--- src/design/remap_pkg.sv ---
// Constants shared by the remap decoder, the boot checker and the I/O bus.
// Assumes 32-bit byte addresses from the core and 32-bit flash words.
package remap_pkg;
   // Memory windows
   localparam logic [31:0] ROM_SIZE       = 32'h0000_2000;
   localparam logic [31:0] ROM_ALIAS_TOP  = 32'h0003_ffff;
   localparam logic [31:0] ROM_HI_BASE    = 32'h0004_0000;
   localparam logic [31:0] FLASH_BLK_SIZE = 32'h0000_8000;
   localparam logic [31:0] FLASH_ALT_BASE = 32'h0000_8000;
   localparam logic [31:0] BOOT_RGN_SIZE  = 32'h0000_0800;
   // Fast peripherals: former window and its upward relocation
   localparam logic [31:0] FAST_OLD_BASE  = 32'h0006_0000;
   localparam logic [31:0] FAST_SIZE      = 32'h0001_0000;
   localparam logic [31:0] FAST_RELOC     = 32'h0010_0000;
   // Slow peripherals keep their addresses from here upward
   localparam logic [31:0] SLOW_BASE      = 32'hfff7_f600;
   // Checksum words and the regions they cover
   localparam logic [31:0] CK_BLK1_BOOT   = 32'h0000_07fc;
   localparam logic [31:0] CK_BLK2_BOOT   = 32'h0000_87fc;
   localparam logic [31:0] CK_OVERALL     = 32'h0000_0ffc;
   localparam logic [31:0] BLK1_BASE      = 32'h0000_0000;
   localparam logic [31:0] BLK2_BASE      = 32'h0000_8000;
   localparam logic [31:0] WORD_STEP      = 32'h0000_0004;
   // Branch opcode test on the first word of a block
   localparam logic [31:0] BRANCH_MASK    = 32'h0e00_0000;
   localparam logic [31:0] BRANCH_VAL     = 32'h0a00_0000;
   // Management bus execute codes
   localparam logic [7:0]  CMD_EXEC_BLK1  = 8'hf0;
   localparam logic [7:0]  CMD_EXEC_BLK2  = 8'hf7;
   // Vector the core jumps through after the swap
   localparam logic [31:0] RESET_VECTOR   = 32'h0000_0000;
   // Field widths of the memory-side offsets
   localparam int          ROM_OFS_W      = 13;
   localparam int          FLASH_OFS_W    = 15;
endpackage

--- src/design/boot_checker.sv ---
// Boot selection: branch test and word checksums over the flash blocks.
// Assumes the flash read port answers each read pulse with a valid pulse.
`timescale 1ns/1ps
`default_nettype none
module boot_checker (
   input  wire logic        clk,
   input  wire logic        rst,
   input  wire logic        start,
   input  wire logic [31:0] rd_data,
   input  wire logic        rd_valid,
   output logic [31:0]      rd_addr,
   output logic             rd_req,
   output logic             done,
   output logic             found,
   output logic             blk2
);
   import remap_pkg::*;

   typedef enum {C_IDLE, C_BR_REQ, C_BR_WAIT, C_SUM_REQ, C_SUM_WAIT}
      chk_e;

   chk_e        st_r;
   logic [1:0]  idx_r;
   logic [31:0] addr_r;
   logic [31:0] sum_r;
   logic        req_r;
   logic        done_r;
   logic        found_r;
   logic        blk2_r;
   logic [31:0] cur_base;
   logic [31:0] cur_ref;
   logic        is_branch;
   logic        at_ref;
   logic        last_chk;

   // Region start for each check in order: block 1, block 2, overall
   function automatic logic [31:0] base_of(input logic [1:0] k);
      base_of = (k == 2'd1) ? BLK2_BASE : BLK1_BASE;
   endfunction

   // Location of the stored checksum for each check
   function automatic logic [31:0] ref_of(input logic [1:0] k);
      unique case (k)
         2'd0:    ref_of = CK_BLK1_BOOT;
         2'd1:    ref_of = CK_BLK2_BOOT;
         default: ref_of = CK_OVERALL;
      endcase
   endfunction

   assign cur_base  = base_of(idx_r);
   assign cur_ref   = ref_of(idx_r);
   assign is_branch = (rd_data & BRANCH_MASK) == BRANCH_VAL;
   assign at_ref    = addr_r == cur_ref;
   assign last_chk  = idx_r == 2'd2;

   // Walk the checks; an empty block is skipped without summing
   always_ff @(posedge clk) begin
      if (rst) begin
         st_r    <= C_IDLE;
         idx_r   <= 2'd0;
         addr_r  <= 32'h0000_0000;
         sum_r   <= 32'h0000_0000;
         req_r   <= 1'b0;
         done_r  <= 1'b0;
         found_r <= 1'b0;
         blk2_r  <= 1'b0;
      end else begin
         req_r  <= 1'b0;
         done_r <= 1'b0;
         unique case (st_r)
            C_IDLE: if (start) begin
               idx_r   <= 2'd0;
               found_r <= 1'b0;
               st_r    <= C_BR_REQ;
            end
            C_BR_REQ: begin
               addr_r <= cur_base;
               req_r  <= 1'b1;
               st_r   <= C_BR_WAIT;
            end
            C_BR_WAIT: if (rd_valid) begin
               if (is_branch) begin
                  sum_r <= 32'h0000_0000;
                  st_r  <= C_SUM_REQ;
               end else if (last_chk) begin
                  done_r <= 1'b1;
                  st_r   <= C_IDLE;
               end else begin
                  idx_r <= idx_r + 2'd1;
                  st_r  <= C_BR_REQ;
               end
            end
            C_SUM_REQ: begin
               req_r <= 1'b1;
               st_r  <= C_SUM_WAIT;
            end
            C_SUM_WAIT: if (rd_valid) begin
               if (!at_ref) begin
                  sum_r  <= sum_r + rd_data;
                  addr_r <= addr_r + WORD_STEP;
                  st_r   <= C_SUM_REQ;
               end else if (sum_r == rd_data) begin
                  found_r <= 1'b1;
                  blk2_r  <= idx_r == 2'd1;
                  done_r  <= 1'b1;
                  st_r    <= C_IDLE;
               end else if (last_chk) begin
                  done_r <= 1'b1;
                  st_r   <= C_IDLE;
               end else begin
                  idx_r <= idx_r + 2'd1;
                  st_r  <= C_BR_REQ;
               end
            end
         endcase
      end
   end

   assign rd_addr = addr_r;
   assign rd_req  = req_r;
   assign done    = done_r;
   assign found   = found_r;
   assign blk2    = blk2_r;
endmodule
`default_nettype wire

--- src/design/memory_remap.sv ---
// Address decode and remap between ROM mode and flash mode, with boot
// selection and the half-rate slow bus. Assumes the core holds CPU_REQ
// low between accesses at least one cycle when a remap is pending.
`timescale 1ns/1ps
`default_nettype none
module memory_remap (
   input  wire logic                             SYS_CLK,
   input  wire logic                             RST,
   input  wire logic                             CPU_REQ,
   input  wire logic                             CPU_WE,
   input  wire logic [31:0]                      CPU_ADDR,
   input  wire logic                             FLASH1_BUSY,
   input  wire logic                             FLASH2_BUSY,
   input  wire logic                             F2_WR_EN,
   input  wire logic                             F2_ERASE_REQ,
   input  wire logic                             F2_LOCK,
   input  wire logic                             BOOT_SPLIT,
   input  wire logic                             BOOT_START,
   input  wire logic [31:0]                      BOOT_DATA,
   input  wire logic                             BOOT_DVALID,
   input  wire logic                             MGMT_CMD_VALID,
   input  wire logic [7:0]                       MGMT_CMD,
   output logic                                  ROM_CS,
   output logic                                  FLASH1_CS,
   output logic                                  FLASH2_CS,
   output logic                                  FLASH2_WE,
   output logic                                  FLASH2_ERASE,
   output logic                                  FAST_CS,
   output logic [remap_pkg::ROM_OFS_W-1:0]       ROM_OFS,
   output logic [remap_pkg::FLASH_OFS_W-1:0]     FLASH_OFS,
   output logic [31:0]                           FAST_ADDR,
   output logic                                  MEM_WE,
   output logic                                  ACC_DONE,
   output logic                                  CPU_WAIT,
   output logic                                  BOOT_REGION,
   output logic                                  IO_CLK,
   output logic                                  IO_STB,
   output logic                                  IO_WE,
   output logic [31:0]                           IO_ADDR,
   output logic [31:0]                           BOOT_RD_ADDR,
   output logic                                  BOOT_RD_REQ,
   output logic                                  BOOT_DONE,
   output logic                                  ROM_MODE,
   output logic                                  BLK2_AT_ZERO,
   output logic                                  JUMP_REQ,
   output logic [31:0]                           JUMP_ADDR
);
   import remap_pkg::*;

   typedef enum {M_ROM, M_ROM_HIGH, M_FLASH} mode_e;

   mode_e       mode_r;
   mode_e       mode_nxt;
   logic        blk2_r;
   logic        blk2_nxt;
   logic        pend_r;
   logic        pend_blk2_r;
   logic        rom_cs_r;
   logic        f1_cs_r;
   logic        f2_cs_r;
   logic        f2_we_r;
   logic        f2_erase_r;
   logic        fast_cs_r;
   logic [ROM_OFS_W-1:0]   rom_ofs_r;
   logic [FLASH_OFS_W-1:0] flash_ofs_r;
   logic [31:0] fast_addr_r;
   logic        we_r;
   logic        done_r;
   logic        wait_r;
   logic        boot_rgn_r;
   logic        jump_r;
   logic        rom_mode_r;

   logic        boot_done;
   logic        boot_found;
   logic        boot_blk2;
   logic        io_busy;

   // Returns true when a lies in [base, base + size)
   function automatic logic in_win(input logic [31:0] a,
                                   input logic [31:0] base,
                                   input logic [31:0] size);
      in_win = (a >= base) && ((a - base) < size);
   endfunction

   // Address decode, all as named wires
   logic        is_slow;
   logic        rom_alias_hit;
   logic        rom_high_hit;
   logic        rom_hit;
   logic        flash_lo_hit;
   logic        flash_hi_hit;
   logic        f1_hit;
   logic        f2_hit;
   logic        fast_hit;
   logic        f1_stall;
   logic        f2_stall;
   logic        stall;
   logic        take;
   logic        quiet;
   logic        cmd_blk1;
   logic        cmd_blk2;
   logic        boot_go;
   logic        enter_req;
   logic        enter_blk2;
   logic        f2_write_ok;

   assign is_slow       = CPU_ADDR >= SLOW_BASE;
   assign rom_alias_hit = (mode_r == M_ROM) &&
                          (CPU_ADDR <= ROM_ALIAS_TOP);
   assign rom_high_hit  = in_win(CPU_ADDR, ROM_HI_BASE, ROM_SIZE);
   assign rom_hit       = rom_alias_hit || (rom_high_hit && !is_slow);
   assign flash_lo_hit  = (mode_r == M_FLASH) &&
                          in_win(CPU_ADDR, 32'h0000_0000, FLASH_BLK_SIZE);
   assign flash_hi_hit  = (mode_r == M_FLASH) &&
                          in_win(CPU_ADDR, FLASH_ALT_BASE, FLASH_BLK_SIZE);
   // Block at zero is the selected one; the other always at 0x8000
   assign f1_hit        = blk2_r ? flash_hi_hit : flash_lo_hit;
   assign f2_hit        = blk2_r ? flash_lo_hit : flash_hi_hit;
   // Fast window decoded by the same range scheme as the memories
   assign fast_hit      = in_win(CPU_ADDR, FAST_OLD_BASE + FAST_RELOC,
                                 FAST_SIZE);
   // A busy block stalls only accesses aimed at that block
   assign f1_stall      = f1_hit && FLASH1_BUSY;
   assign f2_stall      = f2_hit && FLASH2_BUSY;
   assign stall         = f1_stall || f2_stall || (is_slow && io_busy);
   assign take          = CPU_REQ && !stall;
   assign quiet         = !CPU_REQ;

   // Execute codes and the boot result both request flash mode
   assign cmd_blk1      = MGMT_CMD_VALID && (MGMT_CMD == CMD_EXEC_BLK1);
   assign cmd_blk2      = MGMT_CMD_VALID && (MGMT_CMD == CMD_EXEC_BLK2);
   assign boot_go       = boot_done && boot_found;
   assign enter_req     = cmd_blk1 || cmd_blk2 || boot_go;
   assign enter_blk2    = cmd_blk2 || (!cmd_blk1 && boot_go && boot_blk2);

   // Writes into block two need its enable and no interlock
   assign f2_write_ok   = F2_WR_EN && !F2_LOCK;

   // Remap sequence; every step waits for a gap between accesses
   always_comb begin
      mode_nxt = mode_r;
      blk2_nxt = blk2_r;
      unique case (mode_r)
         M_ROM: if (pend_r && quiet) begin
            mode_nxt = M_ROM_HIGH;
         end
         M_ROM_HIGH: if (quiet) begin
            mode_nxt = M_FLASH;
            blk2_nxt = pend_blk2_r;
         end
         M_FLASH: if (pend_r && quiet) begin
            blk2_nxt = pend_blk2_r;
         end
      endcase
   end

   // Mode and block selection commit atomically at a quiet edge
   always_ff @(posedge SYS_CLK) begin
      if (RST) begin
         mode_r <= M_ROM;
         blk2_r <= 1'b0;
         rom_mode_r <= 1'b1;
      end else begin
         mode_r <= mode_nxt;
         blk2_r <= blk2_nxt;
         // Registered copy so the mode pin never carries decode glitches
         rom_mode_r <= mode_nxt == M_ROM;
      end
   end

   // Pending hand-over; a new request wins over the clearing step
   always_ff @(posedge SYS_CLK) begin
      if (RST) begin
         pend_r      <= 1'b0;
         pend_blk2_r <= 1'b0;
      end else if (enter_req) begin
         pend_r      <= 1'b1;
         pend_blk2_r <= enter_blk2;
      end else if (quiet && mode_r != M_ROM) begin
         pend_r      <= 1'b0;
      end
   end

   // Jump through the vector once the chosen block lands at zero
   always_ff @(posedge SYS_CLK) begin
      if (RST) begin
         jump_r <= 1'b0;
      end else begin
         jump_r <= (mode_r != M_FLASH && mode_nxt == M_FLASH) ||
                   (mode_r == M_FLASH && pend_r && quiet);
      end
   end

   // Chip selects; unmapped addresses raise none of them
   always_ff @(posedge SYS_CLK) begin
      if (RST) begin
         rom_cs_r  <= 1'b0;
         f1_cs_r   <= 1'b0;
         f2_cs_r   <= 1'b0;
         fast_cs_r <= 1'b0;
         f2_we_r   <= 1'b0;
      end else begin
         rom_cs_r  <= take && rom_hit && !CPU_WE;
         f1_cs_r   <= take && f1_hit;
         f2_cs_r   <= take && f2_hit;
         fast_cs_r <= take && fast_hit && !is_slow;
         f2_we_r   <= take && f2_hit && CPU_WE && f2_write_ok;
      end
   end

   // Offsets into each target and completion of every taken access
   always_ff @(posedge SYS_CLK) begin
      if (RST) begin
         rom_ofs_r   <= '0;
         flash_ofs_r <= '0;
         fast_addr_r <= 32'h0000_0000;
         we_r        <= 1'b0;
         done_r      <= 1'b0;
         wait_r      <= 1'b0;
         boot_rgn_r  <= 1'b0;
      end else begin
         rom_ofs_r   <= CPU_ADDR[ROM_OFS_W-1:0];
         flash_ofs_r <= CPU_ADDR[FLASH_OFS_W-1:0];
         fast_addr_r <= CPU_ADDR - (FAST_OLD_BASE + FAST_RELOC);
         we_r        <= take && CPU_WE;
         done_r      <= take;
         wait_r      <= CPU_REQ && stall;
         // Small boot area at the bottom of the combined space
         boot_rgn_r  <= take && BOOT_SPLIT && flash_lo_hit &&
                        (CPU_ADDR < BOOT_RGN_SIZE);
      end
   end

   // Erase of block two is refused while the interlock is set
   always_ff @(posedge SYS_CLK) begin
      if (RST) begin
         f2_erase_r <= 1'b0;
      end else begin
         f2_erase_r <= F2_ERASE_REQ && !F2_LOCK && !FLASH2_BUSY;
      end
   end

   // Slow peripherals leave through the half-rate bus unchanged
   slow_io_bus u_io (
      .clk     (SYS_CLK),
      .rst     (RST),
      .req     (take && is_slow),
      .we      (CPU_WE),
      .addr    (CPU_ADDR),
      .io_clk  (IO_CLK),
      .io_stb  (IO_STB),
      .io_we   (IO_WE),
      .io_addr (IO_ADDR),
      .busy    (io_busy)
   );

   // Boot checker reads flash words through its own port
   boot_checker u_boot (
      .clk      (SYS_CLK),
      .rst      (RST),
      .start    (BOOT_START && mode_r == M_ROM),
      .rd_data  (BOOT_DATA),
      .rd_valid (BOOT_DVALID),
      .rd_addr  (BOOT_RD_ADDR),
      .rd_req   (BOOT_RD_REQ),
      .done     (BOOT_DONE),
      .found    (boot_found),
      .blk2     (boot_blk2)
   );
   assign boot_done = BOOT_DONE;

   assign ROM_CS       = rom_cs_r;
   assign FLASH1_CS    = f1_cs_r;
   assign FLASH2_CS    = f2_cs_r;
   assign FLASH2_WE    = f2_we_r;
   assign FLASH2_ERASE = f2_erase_r;
   assign FAST_CS      = fast_cs_r;
   assign ROM_OFS      = rom_ofs_r;
   assign FLASH_OFS    = flash_ofs_r;
   assign FAST_ADDR    = fast_addr_r;
   assign MEM_WE       = we_r;
   assign ACC_DONE     = done_r;
   assign CPU_WAIT     = wait_r;
   assign BOOT_REGION  = boot_rgn_r;
   assign ROM_MODE     = rom_mode_r;
   assign BLK2_AT_ZERO = blk2_r;
   assign JUMP_REQ     = jump_r;
   assign JUMP_ADDR    = RESET_VECTOR;
endmodule
`default_nettype wire

--- src/design/slow_io_bus.sv ---
// Half-rate I/O bus for the slow peripherals.
// Assumes requests arrive as one-cycle pulses on the processor clock.
`timescale 1ns/1ps
`default_nettype none
module slow_io_bus (
   input  wire logic        clk,
   input  wire logic        rst,
   input  wire logic        req,
   input  wire logic        we,
   input  wire logic [31:0] addr,
   output logic             io_clk,
   output logic             io_stb,
   output logic             io_we,
   output logic [31:0]      io_addr,
   output logic             busy
);
   import remap_pkg::*;

   logic        div_r;
   logic        pend_r;
   logic        stb_r;
   logic        we_r;
   logic [31:0] addr_r;
   logic        launch;

   // Launch only on the low phase so the strobe spans the high half of one io cycle
   assign launch = pend_r && !div_r && !stb_r;

   // Divide by two; the bus runs at half the core rate
   always_ff @(posedge clk) begin
      if (rst) begin
         div_r <= 1'b0;
      end else begin
         div_r <= !div_r;
      end
   end

   // Hold the request until the io phase lines up
   always_ff @(posedge clk) begin
      if (rst) begin
         pend_r <= 1'b0;
         we_r   <= 1'b0;
         addr_r <= 32'h0000_0000;
      end else if (req) begin
         pend_r <= 1'b1;
         we_r   <= we;
         addr_r <= addr;                          // address unchanged
      end else if (launch) begin
         pend_r <= 1'b0;
      end
   end

   // Strobe stands for one core cycle, half an io clock period
   always_ff @(posedge clk) begin
      if (rst) begin
         stb_r <= 1'b0;
      end else if (launch) begin
         stb_r <= 1'b1;
      end else if (div_r) begin
         stb_r <= 1'b0;
      end
   end

   assign io_clk  = div_r;
   assign io_stb  = stb_r;
   assign io_we   = we_r;
   assign io_addr = addr_r;
   assign busy    = pend_r || stb_r;
endmodule
`default_nettype wire

--- config.mk ---
export PLATFORM = sky130hd
export DESIGN_NAME = memory_remap
export DESIGN_NICKNAME = d
export VERILOG_FILES = /design/src/design/remap_pkg.sv /design/src/design/boot_checker.sv /design/src/design/memory_remap.sv /design/src/design/slow_io_bus.sv
export SDC_FILE = /design/constraint.sdc
export NUM_CORES = 1
export LEC_CHECK = 0
export CAP_MARGIN = 10
export CORE_UTILIZATION = 69
export CTS_CLUSTER_SIZE = 28
export DETAILED_ROUTE_END_ITERATION = 10
export DONT_BUFFER_PORTS = 1
export PLACE_DENSITY = 0.85
export SYNTH_ARGS = -nofsm -noshare
export SYNTH_HDL_FRONTEND = slang
export SYNTH_SLANG_ARGS = --single-unit
--- constraint.sdc ---
create_clock -name SYS_CLK -period 8.7 [get_ports SYS_CLK]
set_input_delay 1.305 -clock SYS_CLK [delete_from_list [all_inputs] [get_ports SYS_CLK]]
set_output_delay 1.305 -clock SYS_CLK [all_outputs]
set_load 0.01 [all_outputs]
## Word-level counts from Yosys, hierarchy flattened

Cells that the tools add are included.

| word-level totals | value |
|---|---|
| register bits | 245 |
| input bits | 85 |
| word-level logic and storage cells | 210 |

| operators by class | value |
|---|---|
| $add $sub $neg | 6 |
| $lt $le $gt $ge | 11 |
| eq/ne operators | 27 |
| mux-type cells | 53 |
| reduce and logical (&&, ||, !) cells | 81 |

Operator list:

| kind | number |
|---|---|
| $mux W32 | 14 |
| $pmux W32 S2 | 3 |
| $pmux W32 S5 | 1 |
| $logic_not A32 Y1 | 4 |
| $eq A32 B2 Y1 const B | 3 |
| $eq A32 B3 Y1 const B | 3 |
| $eq A32 B1 Y1 const B | 2 |
| $lt A32 B16 Y1 const B | 2 |
| $logic_and A1 B1 Y1 | 42 |
| $add A32 B3 Y32 const B | 1 |
| $add A32 B32 Y32 | 1 |
| $eq A32 B16 Y1 | 1 |
| $eq A32 B32 Y1 | 1 |
| $ge A32 B1 Y1 const B | 1 |
| $ge A32 B16 Y1 const B | 1 |
| $ge A32 B19 Y1 const B | 1 |
| $ge A32 B21 Y1 const B | 1 |
| $ge A32 B32 Y1 const B | 1 |
| $le A32 B18 Y1 const B | 1 |
| $lt A32 B12 Y1 const B | 1 |
| $lt A32 B14 Y1 const B | 1 |
| $lt A32 B17 Y1 const B | 1 |
| $ne A32 B3 Y1 const B | 1 |
| $pmux W16 S2 | 1 |
| 26 further kinds | 89 |

## Logic depth before layout (Yosys ltp)

Gate-level depths: netlist of run 1.

| logic depth | value |
|---|---|
| word-level depth | 13 |
| mapped depth | 15 |

## Modules after synthesis

Synthesis of run 1 repeated with hierarchy kept, for this count alone.

| unflattened totals | value |
|---|---|
| cells, all modules | 1150 |
| area, all modules | 9888.2 um^2 |

Modules (own cells, without submodules):

| module | times used | cells an instance | area each (um^2) | seq. area each (um^2) |
|---|---|---|---|---|
| boot_checker | 1 | 609 | 4865.9 | 1421.4 |
| memory_remap | 1 | 425 | 3728.6 | 1581.5 |
| slow_io_bus | 1 | 116 | 1293.7 | 720.7 |

## Worst setup path after synthesis of run 1

Ideal clock, no wire load.

| timing path | value |
|---|---|
| path kind | input -> register |
| start point | input BOOT_DATA[0] |
| end point | register u_boot.sum_r[30] |
| data arrival time | 3804 ps |
| data required time | 8583 ps |
| setup slack | 4779 ps |
| stages | 12 |
| buffers on the path | 0 |
| path through | ha_1 fa_1 a211oi_1 o21ai_0 nand2_1 nor4_1 o31ai_1 o21ai_1 o41ai_1 o21ai_1 xor2_1 a22o_1 |

| on the way | value |
|---|---|
| longest elaborated chain between the ends | 4 |

RTL lines:

| what | RTL line | text |
|---|---|---|
| start, declared | memory_remap.sv:19 | `input wire logic [31:0] BOOT_DATA,` |
| $add A32 B32 Y32 | boot_checker.sv:99 | `sum_r <= sum_r + rd_data;` |
| $mux W32 | boot_checker.sv:98 | `if (!at_ref) begin` |
| $mux W32 | boot_checker.sv:97 | `C_SUM_WAIT: if (rd_valid) begin` |
| $pmux W32 S2 | boot_checker.sv:70 | `unique case (st_r)` |
| end signal, assigned | boot_checker.sv:99 |  |
| end, declared | boot_checker.sv:25 | `logic [31:0] sum_r;` |

Every way passes these cells. The select of a mux whose other input is x is not followed.
A chain may end at the register's enable or synchronous reset.

## Final worst setup path of run 1

Ends and elaborated chain as after synthesis.

==> out/metrics.cfg, run 1 <==
[run_status]
status=finished, final reports clean

[logic_synthesis]
ys_types=73
yosysWarnings=0
synth.avg_cell_area_um2=8.74
synthCells=1074
synth_ff_type=dfxtp_1
ys_seq_area_share_pct=39.7
synth-edff-count=0
async_flop_share_pct=0
synthesis.area_um2=9390
ys_ff_latch=186

[cells_and_area]
antennaDiodeCount=0
drive_gt1_share_pct=5.45
nets=1141
final_cell_mix=186 x dfxtp_1, 159 x nor2_1, 54 x nor2b_1
area_growth_pct=2.15
final_cells=1204
layout_commonest_cell=dfxtp_1

[power]
totalPowerFinal_w=0.00175
power_density_nw_per_um2=183
vdd_ir_drop_max_uv=118
leakage_nw=3.77

[worst_setup_path]
cp_num_buf_inv=0
worst-path-max-fanout=3
crit_start=BOOT_DATA[0]
critPathMaxStageDelay_ps=430
path_class=primary input to flop
worstPathCellList=ha_1 > fa_1 > a211oi_1 > o21ai_0 > nand2_1 > nor4_1 > o31ai_1 > o21ai_1 > o41ai_1 > o21ai_1 > xor2_1 > a22o_1
critPathCaptureType=flop
critPathTopFamily=compound AO/OA/AOI/OAI gates
worstPathArrival_ps=4080
cp.required_ps=9020
start_kind=primary input
crit_top_cell=o21ai_1
r2r_start=u_boot.sum_r[0]$_SDFFE_PP0P_
cpMaxStageDelayCell=fa_1

[global_route]
antenna_found_initial=0
grt_use_met1_pct=33.6
grtUsageTotal_pct=28.9
grt_pass1_vias=6798
grt_use_met3_pct=8.74
grt-ovfl-total=0
grt_pass1_wl_um=32900
top_usage_layer=met2
met2_usage_pct=51.4
grt_max_degree=141

[clock_tree]
cts_root_buffer=clkbuf_16
cts_made_buffers=17
path_clk_slew_ps=70
cts_tree=done
htreeDepth=4
clock_latency_ps=430
cts_setup_buffers=0
cts_hold_buf=0
clk_path_buf_depth=2
cts.sink_count=186
cts_resized=0

[sta]
finClkSkew_ps=8.19
fmax_ghz=0.266
fin_setup_tns_ps=0
rsz0062_at_grt=false
period_share_pct=43.2
final_hold_viol_count=0
worstMarginPinSlew_ps=1070
slew_violations=0
period_minus_slack_ps=3760
setup_viol=0
slew_headroom_pct=28.9

[die]
die_area_um2=14100
die_h_um=119
rows=42
die_w_um=119
coreArea_um2=13200
io-pin-count=259
start_util_pct=70.9

[route]
drc_errors=0
routed_via_density=6.05
drtAntennaViolNets=0
drt_iter0_markers=500
routed_wl_um=20500
first_pass_iters=6
avgRoutedWirePerCell_um=17.0
vias=7279

[place]
port_buffers=0
place_congestion=0.889
dp_hpwl_um=14700
place_inst=1172

[hold_path]
worst_hold_path_type=flop to flop
hp-start=u_boot.found$_SDFFE_PP0P_

[flow_run]
maxCapViolations=0

synthesized netlist by cell type (5+ instances only):
cell type | count | share of area, %
nor4_1 | 31 | 2.1
nor3_1 | 22 | 1.2
nor2_1 | 159 | 6.4
o22a_1 | 6 | 0.56
clkbuf_1 | 35 | 1.4
a211oi_1 | 5 | 0.40
ha_1 | 39 | 5.2
or3_1 | 13 | 0.87
a21oi_1 | 51 | 2.7
buf_6 | 5 | 0.60
and4_1 | 5 | 0.47
o21bai_1 | 5 | 0.40
a21o_1 | 9 | 0.72
nand2b_1 | 11 | 0.73
o21ai_0 | 38 | 2.0
o21a_1 | 10 | 0.80
nand3_1 | 22 | 1.2
and3_1 | 13 | 0.87
xor2_1 | 29 | 2.7
nand4_1 | 23 | 1.5
nand2_1 | 45 | 1.8
buf_2 | 6 | 0.32
a22oi_1 | 16 | 1.3
mux2i_1 | 27 | 2.9
dfxtp_1 | 186 | 40
inv_1 | 22 | 0.88
nor2b_1 | 54 | 3.6
and2_1 | 9 | 0.60
xnor2_1 | 30 | 2.8
a22o_1 | 12 | 1.1
o211ai_1 | 5 | 0.40
buf_4 | 64 | 5.1
power by group:
group | leakage, nW | total [W] | internal (W) | switching [W]
Clock | 0.265 | 0.000757 | 0.000423 | 0.000334
Sequential | 1.51 | 0.000887 | 0.000865 | 0.0000225
Combinational | 2.00 | 0.000107 | 0.0000410 | 0.0000659
Total | 3.77 | 0.00175 | 0.00133 | 0.000422
routing by layer:
layer | vias to the layer above | share of wire (%)
met4 | 0 | 1.2
met3 | 25 | 6.9
li1 | 3558 | -
met2 | 266 | 51
met1 | 3430 | 41
met5 | - | 0
stage by stage:
step | instance area [um^2] | worst slack (ps) | util, % | hold slack [ps]
global placement | 9010 | 4570 | 68.0 | 448
detailed placement | 9010 | 4520 | 68.0 | 454
finish | 9590 | 4940 | 72.4 | 463
global route | 9590 | 4740 | 72.4 | 482
floorplan | 9510 | 4780 | - | 438
CTS | 9580 | 4970 | 72.3 | 461
layout make-up:
type | instances | area [um^2]
Tap cell | 176 | 220
Timing Repair Buffer | 3 | 22.5
Clock inverter | 13 | 143
Clock buffer | 18 | 429
Multi-Input combinational cell | 785 | 4960
Fill cell | 999 | 3660
Inverter | 23 | 86.3
Sequential cell | 186 | 3720
worst paths after layout:
path	slack (ps)	cells past startpoint	end
max	4940	12	u_boot.sum_r[30]$_SDFFE_PP0P_
min	460	2	u_boot.found$_SDFFE_PP0P_
max reg2reg	5490	12	u_boot.sum_r[30]$_SDFFE_PP0P_
min reg2reg	460	2	u_boot.found$_SDFFE_PP0P_
flip-flops by register name, indices dropped and copies added (netlist names), 2 cells and up:
register and cells:
mode_r 32, u_boot.sum_r 32, u_io.io_addr 32, u_boot.rd_addr 30, FAST_ADDR 18, ROM_OFS 12
u_boot.st_r 3, FLASH_OFS 2, u_boot.idx_r 2
logic make-up (layout without fill, tap and decap cells):
logic type | after synthesis | count (layout) | share of synthesized area, %
DFF | 186 | 186 | 39.7
xor gates and xnor gates | 60 | 60 | 5.68
muxes | 30 | 30 | 3.24
AOI/OAI and AO/OA | 192 | 192 | 13.7
and+or+nand+nor | 429 | 429 | 23.4
buffers and inverters | 136 | 57 | 8.83
other | 1 | 34 | 0.0400
adders and majority gates | 40 | 40 | 5.41
tightest hold or removal path, delay by kind of cell (launching register included):
kind | cells | cell delay, ps
DFF | 1 | 310
AOI/OAI and AO/OA | 2 | 110
(Power assumes the default switching activity.)
==> run 2, diff against run 1 <==
CORE_UTILIZATION = 58   (was 69)
PLACE_DENSITY = 0.76   (was 0.85)
clock period = 3.3 ns   (was 8.7 ns; I/O delays follow)
==> run 2 against run 1 <==
Compared with the run above: flip-flop and latch count stayed put; worst setup slack worse by 4600 ps; total power grew to 2.7 times the previous value; non-clock buffer count is 10 higher; clock power grew to 2.8 times the previous value; final cell count is 4.2% higher; register-to-register slack worse by 5200 ps; combinational power grew to 2.7 times the previous value; design area is 2.0% higher; critical path depth is 1 higher; via count is 1.6% lower; critical endpoint is now u_boot.sum_r[20]$_SDFFE_PP0P_; highest routed layer unchanged.
==> out/metrics.cfg, run 2 (same netlist as run 1, synthesis figures left out) <==
[cells_and_area]
drive_gt1_share_pct=6.64  ; +1.2 points
fin_util_pct=61.8  ; -11 points
nets=1151  ; +0.88%
final_area_um2=9780  ; +2.0%
fillers=1334  ; +34%
final_cell_mix=186 x dfxtp_1, 159 x nor2_1, 54 x nor2b_1
area_growth_pct=4.20
layout_commonest_cell=dfxtp_1
antennaDiodeCount=0  ; unchanged

[power]
swShare_pct=23.7  ; -0.41 points
totalPowerFinal_w=0.00476  ; +170%
vdd_ir_drop_max_uv=379  ; +220%
switchingPower_w=0.00113  ; +170%
leakage_nw=3.87  ; +2.7%
p_int_w=0.00363  ; +170%
seq_power_share_pct=49.1  ; -1.6 points
p_clk_share_pct=44.9  ; +1.7 points
power_density_nw_per_um2=487  ; +170%
pwr-share-comb_pct=6.0  ; about the same

[route]
routed_via_density=5.71  ; -5.6%
first_pass_iters=5  ; -1
avgRoutedWirePerCell_um=16.5  ; -3.3%
drc_errors=0  ; unchanged
drtAntennaViolNets=0  ; unchanged
drt_iter0_markers=557  ; +11%
vias=7162  ; -1.6%
routed_wl_um=20700  ; +0.82%

[global_route]
grtUsageTotal_pct=23.9  ; -5.0 points
antenna_found_initial=0  ; unchanged
grt_pass1_wl_um=31300  ; -5.0%
grt-ovfl-total=0  ; unchanged
grt_pass1_vias=6302  ; -7.3%
grt_max_degree=141  ; unchanged

[die]
coreArea_um2=15800  ; +20%
io-pin-count=259  ; unchanged
die_h_um=129  ; +8.9%
start_util_pct=59.3  ; -12 points
die_w_um=129  ; +8.9%
rows=46  ; +9.5%
die_area_um2=16700  ; +19%

[clock_tree]
path_clk_slew_ps=70  ; about the same
cts_setup_buffers=0  ; unchanged
cts_tree=done
cts_made_buffers=17  ; unchanged
clk_path_buf_depth=2  ; unchanged
htreeDepth=4  ; unchanged
cts.sink_count=186  ; unchanged
cts_root_buffer=clkbuf_16
cts_hold_buf=0  ; unchanged
clock_latency_ps=430  ; about the same
cts_resized=0  ; unchanged

[sta]
slew_headroom_pct=27.9  ; -1.0 points
setup_viol=0  ; unchanged
fin_hold_ws_ps=129  ; -334 ps
slew_violations=0  ; unchanged
rsz0062_at_grt=false
finClkSkew_ps=14.7  ; +6.47 ps
worstMarginPinSlew_ps=1080  ; +15.0 ps
period_share_pct=90.8
fmax_ghz=0.334
period_minus_slack_ps=3000
setup_slack_ps=302  ; -4640 ps
final_hold_viol_count=0  ; unchanged

[place]
dp_hpwl_um=15100  ; +3.0%
place_ws_ps=-51.2  ; -4580 ps
port_buffers=0  ; unchanged
dpl_cell_area_um2=9150  ; +1.6%
place_congestion=0.893  ; +0.52%

[worst_setup_path]
path_class=flop to flop
worst-path-max-fanout=3  ; unchanged
start_kind=flop
cp.required_ps=3620  ; -5400 ps
worstPathArrival_ps=3310  ; -770 ps
critPathCaptureType=flop

[flow_run]
maxCapViolations=0  ; unchanged

[hold_path]
worst_hold_path_type=primary input to flop

[run_status]
status=finished, final reports clean

==> run 2: changes by cell type in the layout (fill, tap and decap cells not counted), sizes merged <==
cell      previous run  this run
buf                  3        13
bufinv               2         3
clkbuf              18        20
clkinv               3         5
clkinvlp             5         0
inv                 26        27
==> run 2: critical path, stage by stage (launching register included) <==
cell and delay, ps:
dfxtp_1 320, ha_1 200, fa_1 450, a211oi_2 280, o21ai_0 150, buf_4 170
a41oi_1 250, o21ai_0 180, nand2_1 90, o21ai_0 170, o22a_1 220, a21oi_1 170
xnor2_1 80, a22o_1 180
==> run 2: worst paths after layout <==
check                                                  start                             to  slack, ps  cells after the start
worst max register to register  u_boot.sum_r[0]$_SDFFE_PP0P_  u_boot.sum_r[20]$_SDFFE_PP0P_        300                     13
worst max-delay path            u_boot.sum_r[0]$_SDFFE_PP0P_  u_boot.sum_r[20]$_SDFFE_PP0P_        300                     13
worst min register to register         mode_r[17]$_SDFF_PP0_          mode_r[17]$_SDFF_PP0_        470                      1
worst min-delay path                            CPU_ADDR[17]       FAST_ADDR[17]$_SDFF_PP0_        130                      1
==> run 2: per-layer routing <==
metal | routed length (um) | vias to the layer above | track usage (%)
li1 | - | 3575 | -
met1 | 8630 | 3302 | 27.9
met2 | 10200 | 263 | 41.5
met3 | 1600 | 22 | 7.72
met4 | 291 | 0 | 7.61
met5 | 0 | - | 0
==> run 2: layout make-up <==
cell class	count	area [um^2]	area share [%]
multi-input cells	785	4970	50.9
flip-flops and latches	186	3720	38.1
clock buffers	20	457	4.67
well taps	216	270	2.76
clock inverters	12	158	1.61
repair buffers	13	110	1.13
inverters	23	86.3	0.883
==> run 2: metrics by stage <==
stage | cells | TNS, ps
after floorplan | 1107 | 0
final | 1255 | 0
after global routing | 1255 | 0
after global placement | 1223 | -7.58
after detailed placement | 1223 | -51.2
after CTS | 1255 | 0
==> run 2: power by group through the flow <==
stage,combinational [W],sequential (W),clock (W)
6_report,0.000284,0.00234,0.00214
5_1_grt,0.000317,0.00234,0.00227
3_5_place_dp,0.000278,0.00239,0
4_1_cts,0.000280,0.00234,0.00217
3_3_place_gp,0.000274,0.00239,0
2_1_floorplan,0.000338,0.00236,0
==> run 3, diff against run 2 <==
CORE_UTILIZATION = 64   (was 58)
PLACE_DENSITY = 0.8   (was 0.76)
clock period = 2.9 ns   (was 3.3 ns; I/O delays follow)
==> run 3 against run 2 <==
Compared with the run above: first-iteration DRC count is 27% lower; non-clock buffer count increased by 38; register-to-register slack got worse by 200 ps; clock skew shrank 4.8 ps; sequential share of layout area is 1.1 points lower; via count is 3.2% higher; global-route usage is 2.6 points higher; critical path type unchanged; critical endpoint is now u_boot.sum_r[30]$_SDFFE_PP0P_.
==> out/metrics.cfg, run 3 (same netlist as run 1, synthesis figures left out) <==
[run_status]
status=finished, final reports clean

[worst_setup_path]
start_kind=flop
worst-path-max-fanout=2  ; -1
cpMaxStageDelayCell=fa_2
reg2reg_depth=12  ; -1
critPathCaptureType=flop
r2r_start=u_boot.sum_r[0]$_SDFFE_PP0P_
r2r_setup_slack_ps=100  ; -200 ps
cp.required_ps=3230  ; -390 ps
worstPathCellList=ha_2 > fa_2 > a211oi_4 > o21ai_2 > nand2_2 > nor4_2 > o31ai_2 > o21ai_2 > o41ai_2 > o21ai_1 > xor2_1 > a22o_1
path_class=flop to flop
r2r_end=u_boot.sum_r[30]$_SDFFE_PP0P_
crit_top_cell=o21ai_2
critPathMaxStageDelay_ps=420  ; -30 ps
worstPathArrival_ps=3130  ; -180 ps
crit_start=u_boot.sum_r[0]$_SDFFE_PP0P_

[clock_tree]
cts_hold_buf=0  ; unchanged
path_clk_slew_ps=70  ; about the same
cts_made_buffers=17  ; unchanged
cts_tree=done
cts_root_buffer=clkbuf_16
htreeDepth=4  ; unchanged
clock_latency_ps=430  ; about the same
cts.sink_count=186  ; unchanged
clk_path_buf_depth=2  ; unchanged

[global_route]
grt_max_degree=141  ; unchanged
antenna_found_initial=0  ; unchanged
grt_pass1_vias=6627  ; +5.2%
grt-ovfl-total=0  ; unchanged
grtUsageTotal_pct=26.5  ; +2.6 points
grt_pass1_wl_um=31600  ; +1.1%

[route]
routed_wl_um=20300  ; -1.9%
routed_via_density=5.88  ; +3.0%
wl_met3_um=1750  ; +9.3%
avgRoutedWirePerCell_um=16.1  ; -2.0%
drt_iter0_markers=405  ; -27%
drtAntennaViolNets=0  ; unchanged
first_pass_iters=5  ; unchanged
drc_errors=0  ; unchanged
vias=7388  ; +3.2%
met2WireLength_um=9200  ; -9.4%
met1_length_um=8990  ; +4.2%
highest_layer=met4

[place]
dp_hpwl_um=14500  ; -4.1%
place_ws_ps=-143  ; -91.4 ps
port_buffers=0  ; unchanged
place_congestion=0.892  ; -0.16%

[hold_path]
worst_hold_path_type=primary input to flop
holdPathStages=1  ; unchanged
whs_endpoint=FAST_ADDR[17]$_SDFF_PP0_
hp-start=CPU_ADDR[17]

[sta]
setup_viol=0  ; unchanged
worstMarginPinSlew_ps=715  ; -367 ps
setup_slack_ps=102  ; -201 ps
slew_headroom_pct=52.3  ; +24 points
final_hold_viol_count=0  ; unchanged
period_share_pct=96.5  ; +5.7 points
period_minus_slack_ps=2800  ; -199 ps
slew_violations=0  ; unchanged
fin_hold_ws_ps=64.1  ; -64.9 ps
fmax_ghz=0.357  ; +7.1%
finClkSkew_ps=9.82  ; -4.84 ps

[cells_and_area]
layout_commonest_cell=dfxtp_1
final_cell_mix=185 x dfxtp_1, 159 x nor2_1, 54 x nor2b_1
fillers=1105  ; -17%
drive_gt1_share_pct=11.4  ; +4.8 points
area_growth_pct=7.33
antennaDiodeCount=0  ; unchanged
nets=1189  ; +3.3%

[die]
coreArea_um2=14100  ; -11%
die_area_um2=15200  ; -9.2%
rows=43  ; -6.5%
io-pin-count=259  ; unchanged
die_w_um=123  ; -4.7%
die_h_um=123  ; -4.7%
start_util_pct=66.6  ; +7.3 points

[power]
leakage_nw=4.04  ; +4.5%
totalPowerFinal_w=0.00533  ; +12%
power_density_nw_per_um2=529  ; +8.6%
vdd_ir_drop_max_uv=446  ; +18%

[flow_run]
maxCapViolations=0  ; unchanged

==> run 3: per-stage QoR <==
stage / TNS, ps / util, % / area, um^2 / std cells
2_1_floorplan: 0 / - / 9520 / 1107
3_3_place_gp: -185 / 66.6 / 9390 / 1223
3_5_place_dp: -270 / 66.6 / 9390 / 1223
4_1_cts: 0 / 70.9 / 10000 / 1255
5_1_grt: -12.0 / 71.5 / 10100 / 1257
6_report: 0 / 71.5 / 10100 / 1257
==> run 3: per-layer routing <==
metal	GRT usage [%]	vias to the layer above
met2	41.9	287
met1	33.4	3427
met3	9.69	31
met4	9.41	0
li1	-	3643
met5	0	-
==> run 3: cell type report <==
class | count | area, um^2 | share of cell area, %
repair buffers | 51 | 395 | 3.92
inverters | 23 | 86.3 | 0.857
flip-flops and latches | 186 | 3720 | 37.0
well taps | 180 | 225 | 2.24
clock buffers | 18 | 439 | 4.36
multi-input cells | 785 | 5040 | 50.1
clock inverters | 14 | 158 | 1.57
==> run 3: repair_timing <==
item,4_1_cts,5_1_grt
setup endpoints to repair,2,40
pin swaps,2,9
gates resized for setup,1,17
buffers inserted,0,2
==> run 3: how the worst max path moves through the flow <==
stage / slack (ps) / cells past startpoint / endpoint
4_1_cts: 20 / 13 / u_boot.sum_r[20]$_SDFFE_PP0P_
3_3_place_gp: -120 / 12 / u_boot.sum_r[30]$_SDFFE_PP0P_
5_1_grt: -10 / 12 / u_boot.sum_r[30]$_SDFFE_PP0P_
2_1_floorplan: 50 / 12 / u_boot.sum_r[30]$_SDFFE_PP0P_
3_5_place_dp: -140 / 12 / u_boot.sum_r[30]$_SDFFE_PP0P_
6_report: 100 / 12 / u_boot.sum_r[30]$_SDFFE_PP0P_
==> run 3: critical path, delay by kind of cell (launching register included) <==
family / cells / cell delay, ps
AO/OA/AOI/OAI: 7 / 1450
AND/OR/NAND/NOR: 2 / 170
flip-flops: 1 / 320
adder cells (fa/ha/maj): 2 / 610
XOR/XNOR: 1 / 150
==> run 3: power by group <==
part | switching, W | internal [W]
Clock | 0.00108 | 0.00124
Combinational | 0.000203 | 0.000145
Sequential | 0.0000639 | 0.00259
